$ cat config.mk
export PLATFORM = sky130hd
export DESIGN_NAME = ssp_top
export DESIGN_NICKNAME = d
export VERILOG_FILES = /design/src/logic/ssp_pkg.sv /design/src/logic/ssp_sync2.sv /design/src/logic/ssp_top.sv
export SDC_FILE = /design/constraint.sdc
export NUM_CORES = 1
export LEC_CHECK = 0
export BUFFER_PORTS_ARGS = -buffer_cell sky130_fd_sc_hd__buf_4
export CORE_MARGIN = 5
export CORE_UTILIZATION = 45
export CTS_CLUSTER_DIAMETER = 80
export DETAILED_ROUTE_END_ITERATION = 10
export PLACE_DENSITY = 0.7
export SLEW_MARGIN = 40
export SYNTH_ARGS = -nofsm -noshare
export SYNTH_HDL_FRONTEND = slang
export SYNTH_SLANG_ARGS = --single-unit
export TNS_END_PERCENT = 1
$ cat constraint.sdc
create_clock -name sys_clk -period 111.1 [get_ports sys_clk]
set_clock_uncertainty 0.1 [all_clocks]
set_input_delay 16.665 -clock sys_clk [delete_from_list [all_inputs] [get_ports sys_clk]]
set_output_delay 16.665 -clock sys_clk [all_outputs]
set_load 0.01 [all_outputs]
$ cat src/logic/ssp_pkg.sv
/*
 * Shared constants, register map, enums and carriers for the soft-start,
 * power-good and switching-clock select block.
 * Assumes a 20 MHz system clock and a 32-bit AHB-Lite register bus.
 */
package ssp_pkg;
	// clock and time base
	localparam int CLK_NS = 50;
	localparam int MS_NS = 1000000;
	localparam int MS_CYC = MS_NS / CLK_NS;
	localparam int SYS_KHZ = MS_CYC;
	localparam int INIT_MS = 2;
	localparam int INIT_CYC = INIT_MS * MS_CYC;
	// clock presence: loss after 3 slowest periods, check window after enable
	localparam int LOSS_NS = 15000;
	localparam int LOSS_CYC = LOSS_NS / CLK_NS;
	localparam int DET_NS = 50000;
	localparam int DET_CYC = DET_NS / CLK_NS;
	localparam logic [2:0] LOCK_EDGES = 3'h4;
	// switching frequency: f = 8 MHz / N
	localparam int BASE_KHZ = 8000;
	localparam int N_MIN = 6;
	localparam int N_MAX = 40;
	localparam int F_LOW_KHZ = 200;
	localparam int F_OPEN_KHZ = 400;
	localparam int F_HIGH_KHZ = 1000;
	localparam logic [5:0] N_LOW = 6'(BASE_KHZ / F_LOW_KHZ);
	localparam logic [5:0] N_OPEN = 6'(BASE_KHZ / F_OPEN_KHZ);
	localparam logic [5:0] N_HIGH = 6'(BASE_KHZ / F_HIGH_KHZ);
	// three-level pin sense encoding, anything else reads as open
	localparam logic [1:0] LVL_LOW = 2'h1;
	localparam logic [1:0] LVL_HIGH = 2'h2;
	// register offsets
	localparam logic [7:0] OFS_CTRL = 8'h00;
	localparam logic [7:0] OFS_SS_DLY = 8'h04;
	localparam logic [7:0] OFS_SS_RAMP = 8'h08;
	localparam logic [7:0] OFS_PG_DLY = 8'h0C;
	localparam logic [7:0] OFS_PG_WIN = 8'h10;
	localparam logic [7:0] OFS_FREQ = 8'h14;
	localparam logic [7:0] OFS_STATUS = 8'h18;
	// reset values
	localparam logic [15:0] RST_SS_DLY = 16'h0000;
	localparam logic [15:0] RST_SS_RAMP = 16'h000A;
	localparam logic [15:0] RST_PG_DLY = 16'h000A;
	localparam logic [7:0] RST_PG_UNDER = 8'h0A;
	localparam logic [7:0] RST_PG_OVER = 8'h0F;
	localparam logic [15:0] RST_FREQ = 16'h0190;

	typedef enum logic [1:0] {SEQ_OFF, SEQ_START, SEQ_RAMP, SEQ_ON} ssp_seq_e;
	typedef enum logic [1:0] {ROLE_IN, ROLE_AUTO, ROLE_OUT} ssp_role_e;

	typedef struct packed {
		logic freq_sw;
		logic pg_dly_own;
		logic pg_active_low;
		logic seq_sw;
	} ssp_ctrl_s;

	typedef struct packed {
		logic vld;
		logic wr;
		logic [7:0] addr;
	} ssp_aphase_s;

	typedef struct packed {
		logic [1:0] sync_lvl;
		logic [1:0] cfg_lvl;
		logic sync_in;
		logic en;
	} ssp_pins_s;
endpackage : ssp_pkg

$ cat src/logic/ssp_sync2.sv
/*
 * Two-flop synchroniser for a group of asynchronous level inputs.
 * Assumes each bit is independent; no bus coherence is kept.
 */
`timescale 1ns/100ps
module ssp_sync2 #(
	parameter int W = 1
) (
	input wire logic sys_clk,
	input wire logic nrst,
	input wire logic [W-1:0] d,
	output logic [W-1:0] q
);
	logic [W-1:0] meta;

	always_ff @(posedge sys_clk or negedge nrst) begin
		if (!nrst) begin
			meta <= '0;
			q <= '0;
		end else begin
			meta <= d;
			q <= meta;
		end
	end
endmodule : ssp_sync2

$ cat src/logic/ssp_top.sv
/*
 * Soft-start sequencer, power-good output and switching-clock pin role
 * logic with an AHB-Lite register slave.
 * Assumes strap times already decoded to ms, vout deviation and fault
 * from logic on sys_clk, pin levels asynchronous.
 */
// Operation
// - bus may override strap delay and ramp
// - zero delay ramps right after 2 ms init
// - zero ramp means no controlled ramp
// - power good only fault-free and inside window
// - window limits and polarity are programmable
// - power good waits delay after conditions met
// - default power-good delay equals ramp time
// - power-good delay programmable independently
// - role pin selects input, auto or output
// - output role drives internal 400 kHz oscillator
// - output role never samples the clock pin
// - input role checks clock each enable, locks
// - lost clock falls back near previous frequency
// - auto role synchronises to a present clock
// - auto without clock picks frequency from pin
// - bus frequency rounded to 8 MHz over N
`timescale 1ns/100ps
module ssp_top import ssp_pkg::*; #(
	parameter int MS_CYC_P = MS_CYC,
	parameter int INIT_CYC_P = INIT_CYC
) (
	input wire logic sys_clk,
	input wire logic nrst,
	input wire logic hsel,
	input wire logic [31:0] haddr,
	input wire logic [1:0] htrans,
	input wire logic hwrite,
	input wire logic [2:0] hsize,
	input wire logic [31:0] hwdata,
	input wire logic hready,
	output logic hreadyout,
	output logic hresp,
	output logic [31:0] hrdata,
	input wire logic en_pin,
	input wire logic [1:0] cfg_lvl,
	input wire logic [1:0] sync_lvl,
	input wire logic sync_in,
	output logic sync_out,
	output logic sync_oe,
	input wire logic [15:0] start_delay_strap,
	input wire logic [15:0] ramp_strap,
	input wire logic fault,
	input wire logic signed [7:0] vout_dev_pct,
	output logic conv_run,
	output logic soft_ramp,
	output logic output_in_tolerance_flag,
	output logic [5:0] fsw_n,
	output logic ext_clk_used
);
	////////////////////////////////////////////////////////////////////////
	// helpers
	function automatic logic [5:0] n_from_khz(input logic [15:0] khz);
		int q;
		q = N_MAX;
		if (khz != 16'h0000)
			q = (BASE_KHZ + int'(khz) / 2) / int'(khz);
		if (q < N_MIN)
			q = N_MIN;
		if (q > N_MAX)
			q = N_MAX;
		return 6'(q);
	endfunction : n_from_khz

	function automatic logic [8:0] half_of(input logic [5:0] n);
		return 9'((int'(n) * SYS_KHZ) / (2 * BASE_KHZ));
	endfunction : half_of

	////////////////////////////////////////////////////////////////////////
	// pin synchronisers
	ssp_pins_s pins_s;
	ssp_sync2 #(.W($bits(ssp_pins_s))) u_sync (
		.sys_clk(sys_clk),
		.nrst(nrst),
		.d({sync_lvl, cfg_lvl, sync_in, en_pin}),
		.q(pins_s)
	);

	////////////////////////////////////////////////////////////////////////
	// register bus
	ssp_aphase_s ap;
	ssp_ctrl_s ctrl;
	logic [15:0] reg_dly;
	logic [15:0] reg_ramp;
	logic [15:0] reg_pgd;
	logic [7:0] reg_under;
	logic [7:0] reg_over;
	logic [15:0] reg_freq;
	logic [31:0] status;
	logic [31:0] rd_mux;
	logic bus_wr;

	assign bus_wr = ap.vld && ap.wr && hready;

	always_ff @(posedge sys_clk or negedge nrst) begin
		if (!nrst) begin
			ap <= '0;
		end else if (hready) begin
			ap.vld <= hsel && htrans[1];
			ap.wr <= hwrite;
			ap.addr <= haddr[7:0];
		end
	end

	// reads take one wait state so a just-written value is seen
	always_ff @(posedge sys_clk or negedge nrst) begin
		if (!nrst) begin
			hreadyout <= 1'b1;
			hrdata <= '0;
			hresp <= 1'b0;
		end else begin
			hresp <= 1'b0;
			hreadyout <= !(hready && hsel && htrans[1] && !hwrite);
			if (ap.vld && !ap.wr && !hreadyout)
				hrdata <= rd_mux;
		end
	end

	always_ff @(posedge sys_clk or negedge nrst) begin
		if (!nrst) begin
			ctrl <= '0;
			reg_dly <= RST_SS_DLY;
			reg_ramp <= RST_SS_RAMP;
			reg_pgd <= RST_PG_DLY;
			reg_under <= RST_PG_UNDER;
			reg_over <= RST_PG_OVER;
			reg_freq <= RST_FREQ;
		end else if (bus_wr) begin
			unique case (ap.addr)
				OFS_CTRL: ctrl <= hwdata[$bits(ssp_ctrl_s)-1:0];
				OFS_SS_DLY: reg_dly <= hwdata[15:0];
				OFS_SS_RAMP: reg_ramp <= hwdata[15:0];
				OFS_PG_DLY: reg_pgd <= hwdata[15:0];
				OFS_PG_WIN: begin
					reg_under <= hwdata[7:0];
					reg_over <= hwdata[15:8];
				end
				OFS_FREQ: reg_freq <= hwdata[15:0];
				default: ;
			endcase
		end
	end

	always_comb begin
		unique case (ap.addr)
			OFS_CTRL: rd_mux = 32'(ctrl);
			OFS_SS_DLY: rd_mux = 32'(reg_dly);
			OFS_SS_RAMP: rd_mux = 32'(reg_ramp);
			OFS_PG_DLY: rd_mux = 32'(reg_pgd);
			OFS_PG_WIN: rd_mux = {16'h0000, reg_over, reg_under};
			OFS_FREQ: rd_mux = 32'(reg_freq);
			OFS_STATUS: rd_mux = status;
			default: rd_mux = 32'h00000000;
		endcase
	end

	////////////////////////////////////////////////////////////////////////
	// soft-start sequencer
	ssp_seq_e state;
	ssp_seq_e next_state;
	logic [15:0] dly_ms;
	logic [15:0] ramp_ms;
	logic [15:0] seq_ms;
	logic [31:0] seq_tick;
	logic [31:0] init_cnt;
	logic init_done;

	assign dly_ms = ctrl.seq_sw ? reg_dly : start_delay_strap;
	assign ramp_ms = ctrl.seq_sw ? reg_ramp : ramp_strap;
	assign init_done = init_cnt >= 32'(INIT_CYC_P);

	always_comb begin
		next_state = state;
		if (!pins_s.en) begin
			next_state = SEQ_OFF;
		end else begin
			unique case (state)
				SEQ_OFF: next_state = SEQ_START;
				SEQ_START: begin
					if (init_done && seq_ms >= dly_ms)
						next_state = (ramp_ms == 16'h0000) ? SEQ_ON : SEQ_RAMP;
				end
				SEQ_RAMP: begin
					if (seq_ms >= ramp_ms)
						next_state = SEQ_ON;
				end
				SEQ_ON: next_state = SEQ_ON;
			endcase
		end
	end

	always_ff @(posedge sys_clk or negedge nrst) begin
		if (!nrst)
			state <= SEQ_OFF;
		else
			state <= next_state;
	end

	// ms counter restarts on every state change
	always_ff @(posedge sys_clk or negedge nrst) begin
		if (!nrst) begin
			seq_tick <= '0;
			seq_ms <= '0;
		end else if (next_state != state) begin
			seq_tick <= '0;
			seq_ms <= '0;
		end else if (seq_tick == 32'(MS_CYC_P - 1)) begin
			seq_tick <= '0;
			if (seq_ms != 16'hFFFF)
				seq_ms <= seq_ms + 16'h0001;
		end else begin
			seq_tick <= seq_tick + 32'h00000001;
		end
	end

	always_ff @(posedge sys_clk or negedge nrst) begin
		if (!nrst)
			init_cnt <= '0;
		else if (state == SEQ_OFF)
			init_cnt <= '0;
		else if (!init_done)
			init_cnt <= init_cnt + 32'h00000001;
	end

	always_ff @(posedge sys_clk or negedge nrst) begin
		if (!nrst) begin
			conv_run <= 1'b0;
			soft_ramp <= 1'b0;
		end else begin
			conv_run <= next_state == SEQ_RAMP || next_state == SEQ_ON;
			soft_ramp <= next_state == SEQ_RAMP;
		end
	end

	////////////////////////////////////////////////////////////////////////
	// power good
	logic signed [8:0] dev9;
	logic pg_cond;
	logic [15:0] pgd_ms;
	logic [15:0] pg_ms;
	logic [31:0] pg_tick;

	assign dev9 = 9'(vout_dev_pct);
	assign pg_cond = state == SEQ_ON && !fault
		&& dev9 >= -$signed({1'b0, reg_under})
		&& dev9 <= $signed({1'b0, reg_over});
	assign pgd_ms = ctrl.pg_dly_own ? reg_pgd : ramp_ms;

	always_ff @(posedge sys_clk or negedge nrst) begin
		if (!nrst) begin
			pg_tick <= '0;
			pg_ms <= '0;
		end else if (!pg_cond) begin
			pg_tick <= '0;
			pg_ms <= '0;
		end else if (pg_tick == 32'(MS_CYC_P - 1)) begin
			pg_tick <= '0;
			if (pg_ms != 16'hFFFF)
				pg_ms <= pg_ms + 16'h0001;
		end else begin
			pg_tick <= pg_tick + 32'h00000001;
		end
	end

	always_ff @(posedge sys_clk or negedge nrst) begin
		if (!nrst)
			output_in_tolerance_flag <= 1'b0;
		else
			output_in_tolerance_flag <= (pg_cond && pg_ms >= pgd_ms) ^ ctrl.pg_active_low;
	end

	////////////////////////////////////////////////////////////////////////
	// clock role and presence detection
	ssp_role_e role;
	logic en_d;
	logic en_rise;
	logic sync_d;
	logic clk_rise;
	logic [8:0] gap;
	logic [8:0] per_meas;
	logic [2:0] edges;
	logic present;
	logic [9:0] det_cnt;
	logic checking;
	logic hold;
	logic [5:0] auto_n;

	assign en_rise = pins_s.en && !en_d;
	assign clk_rise = role != ROLE_OUT && pins_s.sync_in && !sync_d;

	always_ff @(posedge sys_clk or negedge nrst) begin
		if (!nrst) begin
			en_d <= 1'b0;
			sync_d <= 1'b0;
			role <= ROLE_IN;
		end else begin
			en_d <= pins_s.en;
			sync_d <= pins_s.sync_in;
			if (en_rise) begin
				unique case (pins_s.cfg_lvl)
					LVL_LOW: role <= ROLE_IN;
					LVL_HIGH: role <= ROLE_OUT;
					default: role <= ROLE_AUTO;
				endcase
			end
		end
	end

	always_ff @(posedge sys_clk or negedge nrst) begin
		if (!nrst) begin
			gap <= '0;
			per_meas <= '0;
			edges <= '0;
			present <= 1'b0;
		end else if (role == ROLE_OUT) begin
			gap <= '0;
			edges <= '0;
			present <= 1'b0;
		end else if (clk_rise) begin
			gap <= '0;
			per_meas <= gap + 9'h001;
			if (edges != LOCK_EDGES)
				edges <= edges + 3'h1;
			else
				present <= 1'b1;
		end else if (gap == 9'(LOSS_CYC)) begin
			edges <= '0;
			present <= 1'b0;
		end else begin
			gap <= gap + 9'h001;
		end
	end

	// check window after each enable outside output role, then latch the source
	always_ff @(posedge sys_clk or negedge nrst) begin
		if (!nrst) begin
			det_cnt <= '0;
			checking <= 1'b0;
			ext_clk_used <= 1'b0;
			hold <= 1'b0;
			auto_n <= N_OPEN;
		end else if (en_rise) begin
			det_cnt <= '0;
			checking <= 1'b1;
			ext_clk_used <= 1'b0;
			hold <= 1'b0;
		end else if (checking && role == ROLE_OUT) begin
			checking <= 1'b0;
		end else if (checking) begin
			det_cnt <= det_cnt + 10'h001;
			if (det_cnt == 10'(DET_CYC - 1)) begin
				checking <= 1'b0;
				ext_clk_used <= present;
				unique case (pins_s.sync_lvl)
					LVL_LOW: auto_n <= N_LOW;
					LVL_HIGH: auto_n <= N_HIGH;
					default: auto_n <= N_OPEN;
				endcase
			end
		end else if (ext_clk_used && !present) begin
			ext_clk_used <= 1'b0;
			hold <= 1'b1;
		end
	end

	////////////////////////////////////////////////////////////////////////
	// internal oscillator and frequency choice
	logic [5:0] int_n;
	logic [8:0] half;
	logic [8:0] osc_cnt;
	logic osc;

	always_comb begin
		if (role == ROLE_OUT)
			int_n = N_OPEN;
		else if (ctrl.freq_sw)
			int_n = n_from_khz(reg_freq);
		else if (role == ROLE_AUTO)
			int_n = auto_n;
		else
			int_n = N_OPEN;
		half = (ext_clk_used || hold) ? {1'b0, per_meas[8:1]} : half_of(int_n);
	end

	always_ff @(posedge sys_clk or negedge nrst) begin
		if (!nrst) begin
			osc <= 1'b0;
			osc_cnt <= '0;
		end else if (ext_clk_used && clk_rise) begin
			osc <= 1'b1;
			osc_cnt <= '0;
		end else if (osc_cnt >= half - 9'h001) begin
			osc <= !osc;
			osc_cnt <= '0;
		end else begin
			osc_cnt <= osc_cnt + 9'h001;
		end
	end

	always_ff @(posedge sys_clk or negedge nrst) begin
		if (!nrst) begin
			sync_out <= 1'b0;
			sync_oe <= 1'b0;
			fsw_n <= N_OPEN;
		end else begin
			sync_out <= osc;
			sync_oe <= role == ROLE_OUT;
			fsw_n <= int_n;
		end
	end

	assign status = {16'h0000, 2'h0, fsw_n, role, ext_clk_used, present, pg_cond,
		hold, state};

	logic unused_ok;
	assign unused_ok = &{1'b0, haddr[31:8], hsize};
endmodule : ssp_top

==> out/metrics.yaml <==
status:
  status: "complete, no violations"
floorplan:
  fp.dieW_um: 318
  fp.dieH_um: 318
  io_pins: 167
  initial_core_util_pct: 45.2
  coreArea_sq_um: 94600
  placementRows: 113
  die_area_sq_um: 101000
grt:
  grt-ovfl-total: 0
  antenna_found_initial: 1
  gr-usage-all-layers_pct: 23.1
  grt_pass1_vias: 39000
  grt_max_degree: 99
  grt_pass1_wl_um: 200000
timing:
  finalHoldViolCount: 0
  period_share_pct: 93.2
  whs_ns: 0.248
  maxSlewHeadroom_pct: 40.8
  period_needed_ns: 103.60
  slew_violations: 0
  max_freq_mhz: 9.65
  setup_viol: 0
  finalSetupTns_ns: 0
  tightest_slew_ns: 0.885
detailed_routing:
  drcViolationCount: 0
  dr.pass1.iters: 7
  ant_nets: 0
  vias: 41400
  drtIter0Drc: 3051
  vias_per_cell: 6.12
  avgRoutedWirePerCell_um: 18.3
  drt_wl_total_um: 124000
cells_and_area:
  n_fill_cell: 9065
  layout_commonest_cell: "ha_1"
  area_delta_synth_final_pct: 10.7
  final_nets: 6120
  fin_util_pct: 50.0
  layout_common_cells: "ha_1 (514), nor2_1 (503), nand2_1 (469)"
  drive_above_1_share_pct: 13.8
  fin_area_sq_um: 47300
placement:
  place_area_sq_um: 45400
  io_buffers: 105
  dp_hpwl_um: 95800
  gp_congestion: 0.916
synthesis:
  synth.area.mux_share_pct: 6.89
  synth-async-reset-ratio_pct: 100
  ys_ff_latch: 315
  syn_inst: 5322
  synth_top_family_by_area: "compound AO/OA/AOI/OAI gates"
  synth-simple-area-share_pct: 23.6
  yosysWarnings: 0
  synth_cell_types: 146
  synth_compound_area_share_pct: 25.0
  synth_flop_cell: "dfrtp_1"
  synth_xor_area_share_pct: 7.39
  synth_area_sq_um: 42700
  avgSynthCellArea_sq_um: 8.03
  synthAdderAreaFrac_pct: 15.4
  synth_edf_count: 0
  ys_seq_area_share_pct: 18.5
critical_path:
  critical_path_class: "register to register"
  cpLargestDelayFamily: "compound AO/OA/AOI/OAI gates"
  cp_common_cell: "o21a_1"
  cp_data_required_time_ns: 111.49
  critPathArrivalTime_ns: 103.98
  path_buf_inv: 31
  cp_max_fo: 22
  start_kind: "register"
  slowest_stage: "or4b_2"
  crit_path_end_kind: "register"
  slowest_delay_ns: 0.68
job:
  drv_cap: 0
cts:
  cts_hold_buf: 0
  clk_transition_reported_paths_ns: 0.06
  clk_latency_ns: 0.56
  cts-htree-levels: 2
  cts-root-buf: "clkbuf_16"
  clockBufferDepth: 3
  cts_tree: "done"
  cts_buffers: 35
  cts.sinks: 315
hold_path:
  hold_class: "register to register"
-- through the flow --
step	cells	setup WS, ns
CTS	6731	0.867
global placement	6668	1.65
finish	6770	7.50
global route	6768	-0.293
floorplan	5355	9.41
detailed placement	6670	1.32
-- sequential cells by signal, indices dropped and copies added, names as in the netlist, 3 cells and up --
register and flops:
ap 10, reg_over 8, hrdata 16, u_sync.meta 6, reg_pgd 16, ctrl 4, fsw_n 6, reg_freq 16
per_meas 8, edges 3, pg_ms 16, init_cnt 32, seq_tick 32, gap 9, det_cnt 10, reg_dly 16
pg_tick 32, reg_under 8, auto_n 3, u_sync.q 6, osc_cnt 9, seq_ms 16, reg_ramp 16
-- routing by layer --
metal / global-route usage, % / share of wire (%)
met5: 0 / 0
met4: 6.02 / 2.6
met3: 3.42 / 6.1
met2: 39.2 / 46
met1: 31.1 / 45
-- what timing repair did --
item / CTS / global route
buffers inserted: 0 / 36
endpoints found under the setup margin: 0 / 10
resized for setup: 0 / 101
-- cells in the mapped netlist (57+ instances only) --
master	count	share of area, %
ha_1	514	15
nor2_1	514	4.5
nand2_1	472	4.1
a21oi_1	315	3.7
dfrtp_1	298	17
nor3_1	268	3.1
o21a_1	210	3.7
o21ai_0	207	2.4
xnor2_1	199	4.1
mux2_2	185	4.9
nand3_1	158	1.9
xor2_1	154	3.2
inv_1	150	1.3
o31ai_1	131	2.3
clkbuf_1	115	1.0
a21o_1	81	1.4
nor2b_1	79	1.2
nand2b_1	78	1.1
and3_1	76	1.1
mux2i_1	74	1.7
nand4_1	64	0.94
or3_1	57	0.83
-- cells by family (layout without fill, tap and decap cells) --
logic type | Yosys count | count (layout)
XOR/XNOR | 356 | 356
flip-flops | 315 | 315
AO/OA/AOI/OAI | 1504 | 1504
adder cells (fa/ha/maj) | 524 | 524
multiplexers | 266 | 266
AND/OR/NAND/NOR | 2025 | 2025
other | 1 | 36
buffers and inverters | 331 | 479
-- final cells by class --
cell class	instances	area, sq um	area share [%]
Tap cell	1265	1580	3.34
Sequential cell	315	7910	16.7
Antenna cell	2	5.00	0.0106
Inverter	156	588	1.24
Multi-Input combinational cell	4709	34100	72.1
Clock buffer	54	1010	2.13
Clock inverter	7	85.1	0.180
Timing Repair Buffer	262	2030	4.30
-- path summary, 6_finish.rpt --
check / startpoint / to / slack [ns] / cells after the start
worst max-delay path: reg_freq[7]$_DFFE_PN1P_ / osc_cnt[5]$_DFF_PN0_ / 7.50 / 487
worst min-delay path: u_sync.meta[2]$_DFF_PN0_ / u_sync.q[2]$_DFF_PN0_ / 0.25 / 0
worst max register to register: reg_freq[7]$_DFFE_PN1P_ / osc_cnt[5]$_DFF_PN0_ / 7.50 / 487
worst min register to register: u_sync.meta[2]$_DFF_PN0_ / u_sync.q[2]$_DFF_PN0_ / 0.25 / 0
max in group asynchronous: nrst / gap[4]$_DFFE_PN0P_ / 93.07 / 4
min in group asynchronous: nrst / output_in_tolerance_flag$_DFF_PN0_ / 15.92 / 1
Power is left out: the tool's default activity adds up to more than one toggle a clock period on the data nets, which glitch-free logic cannot reach.
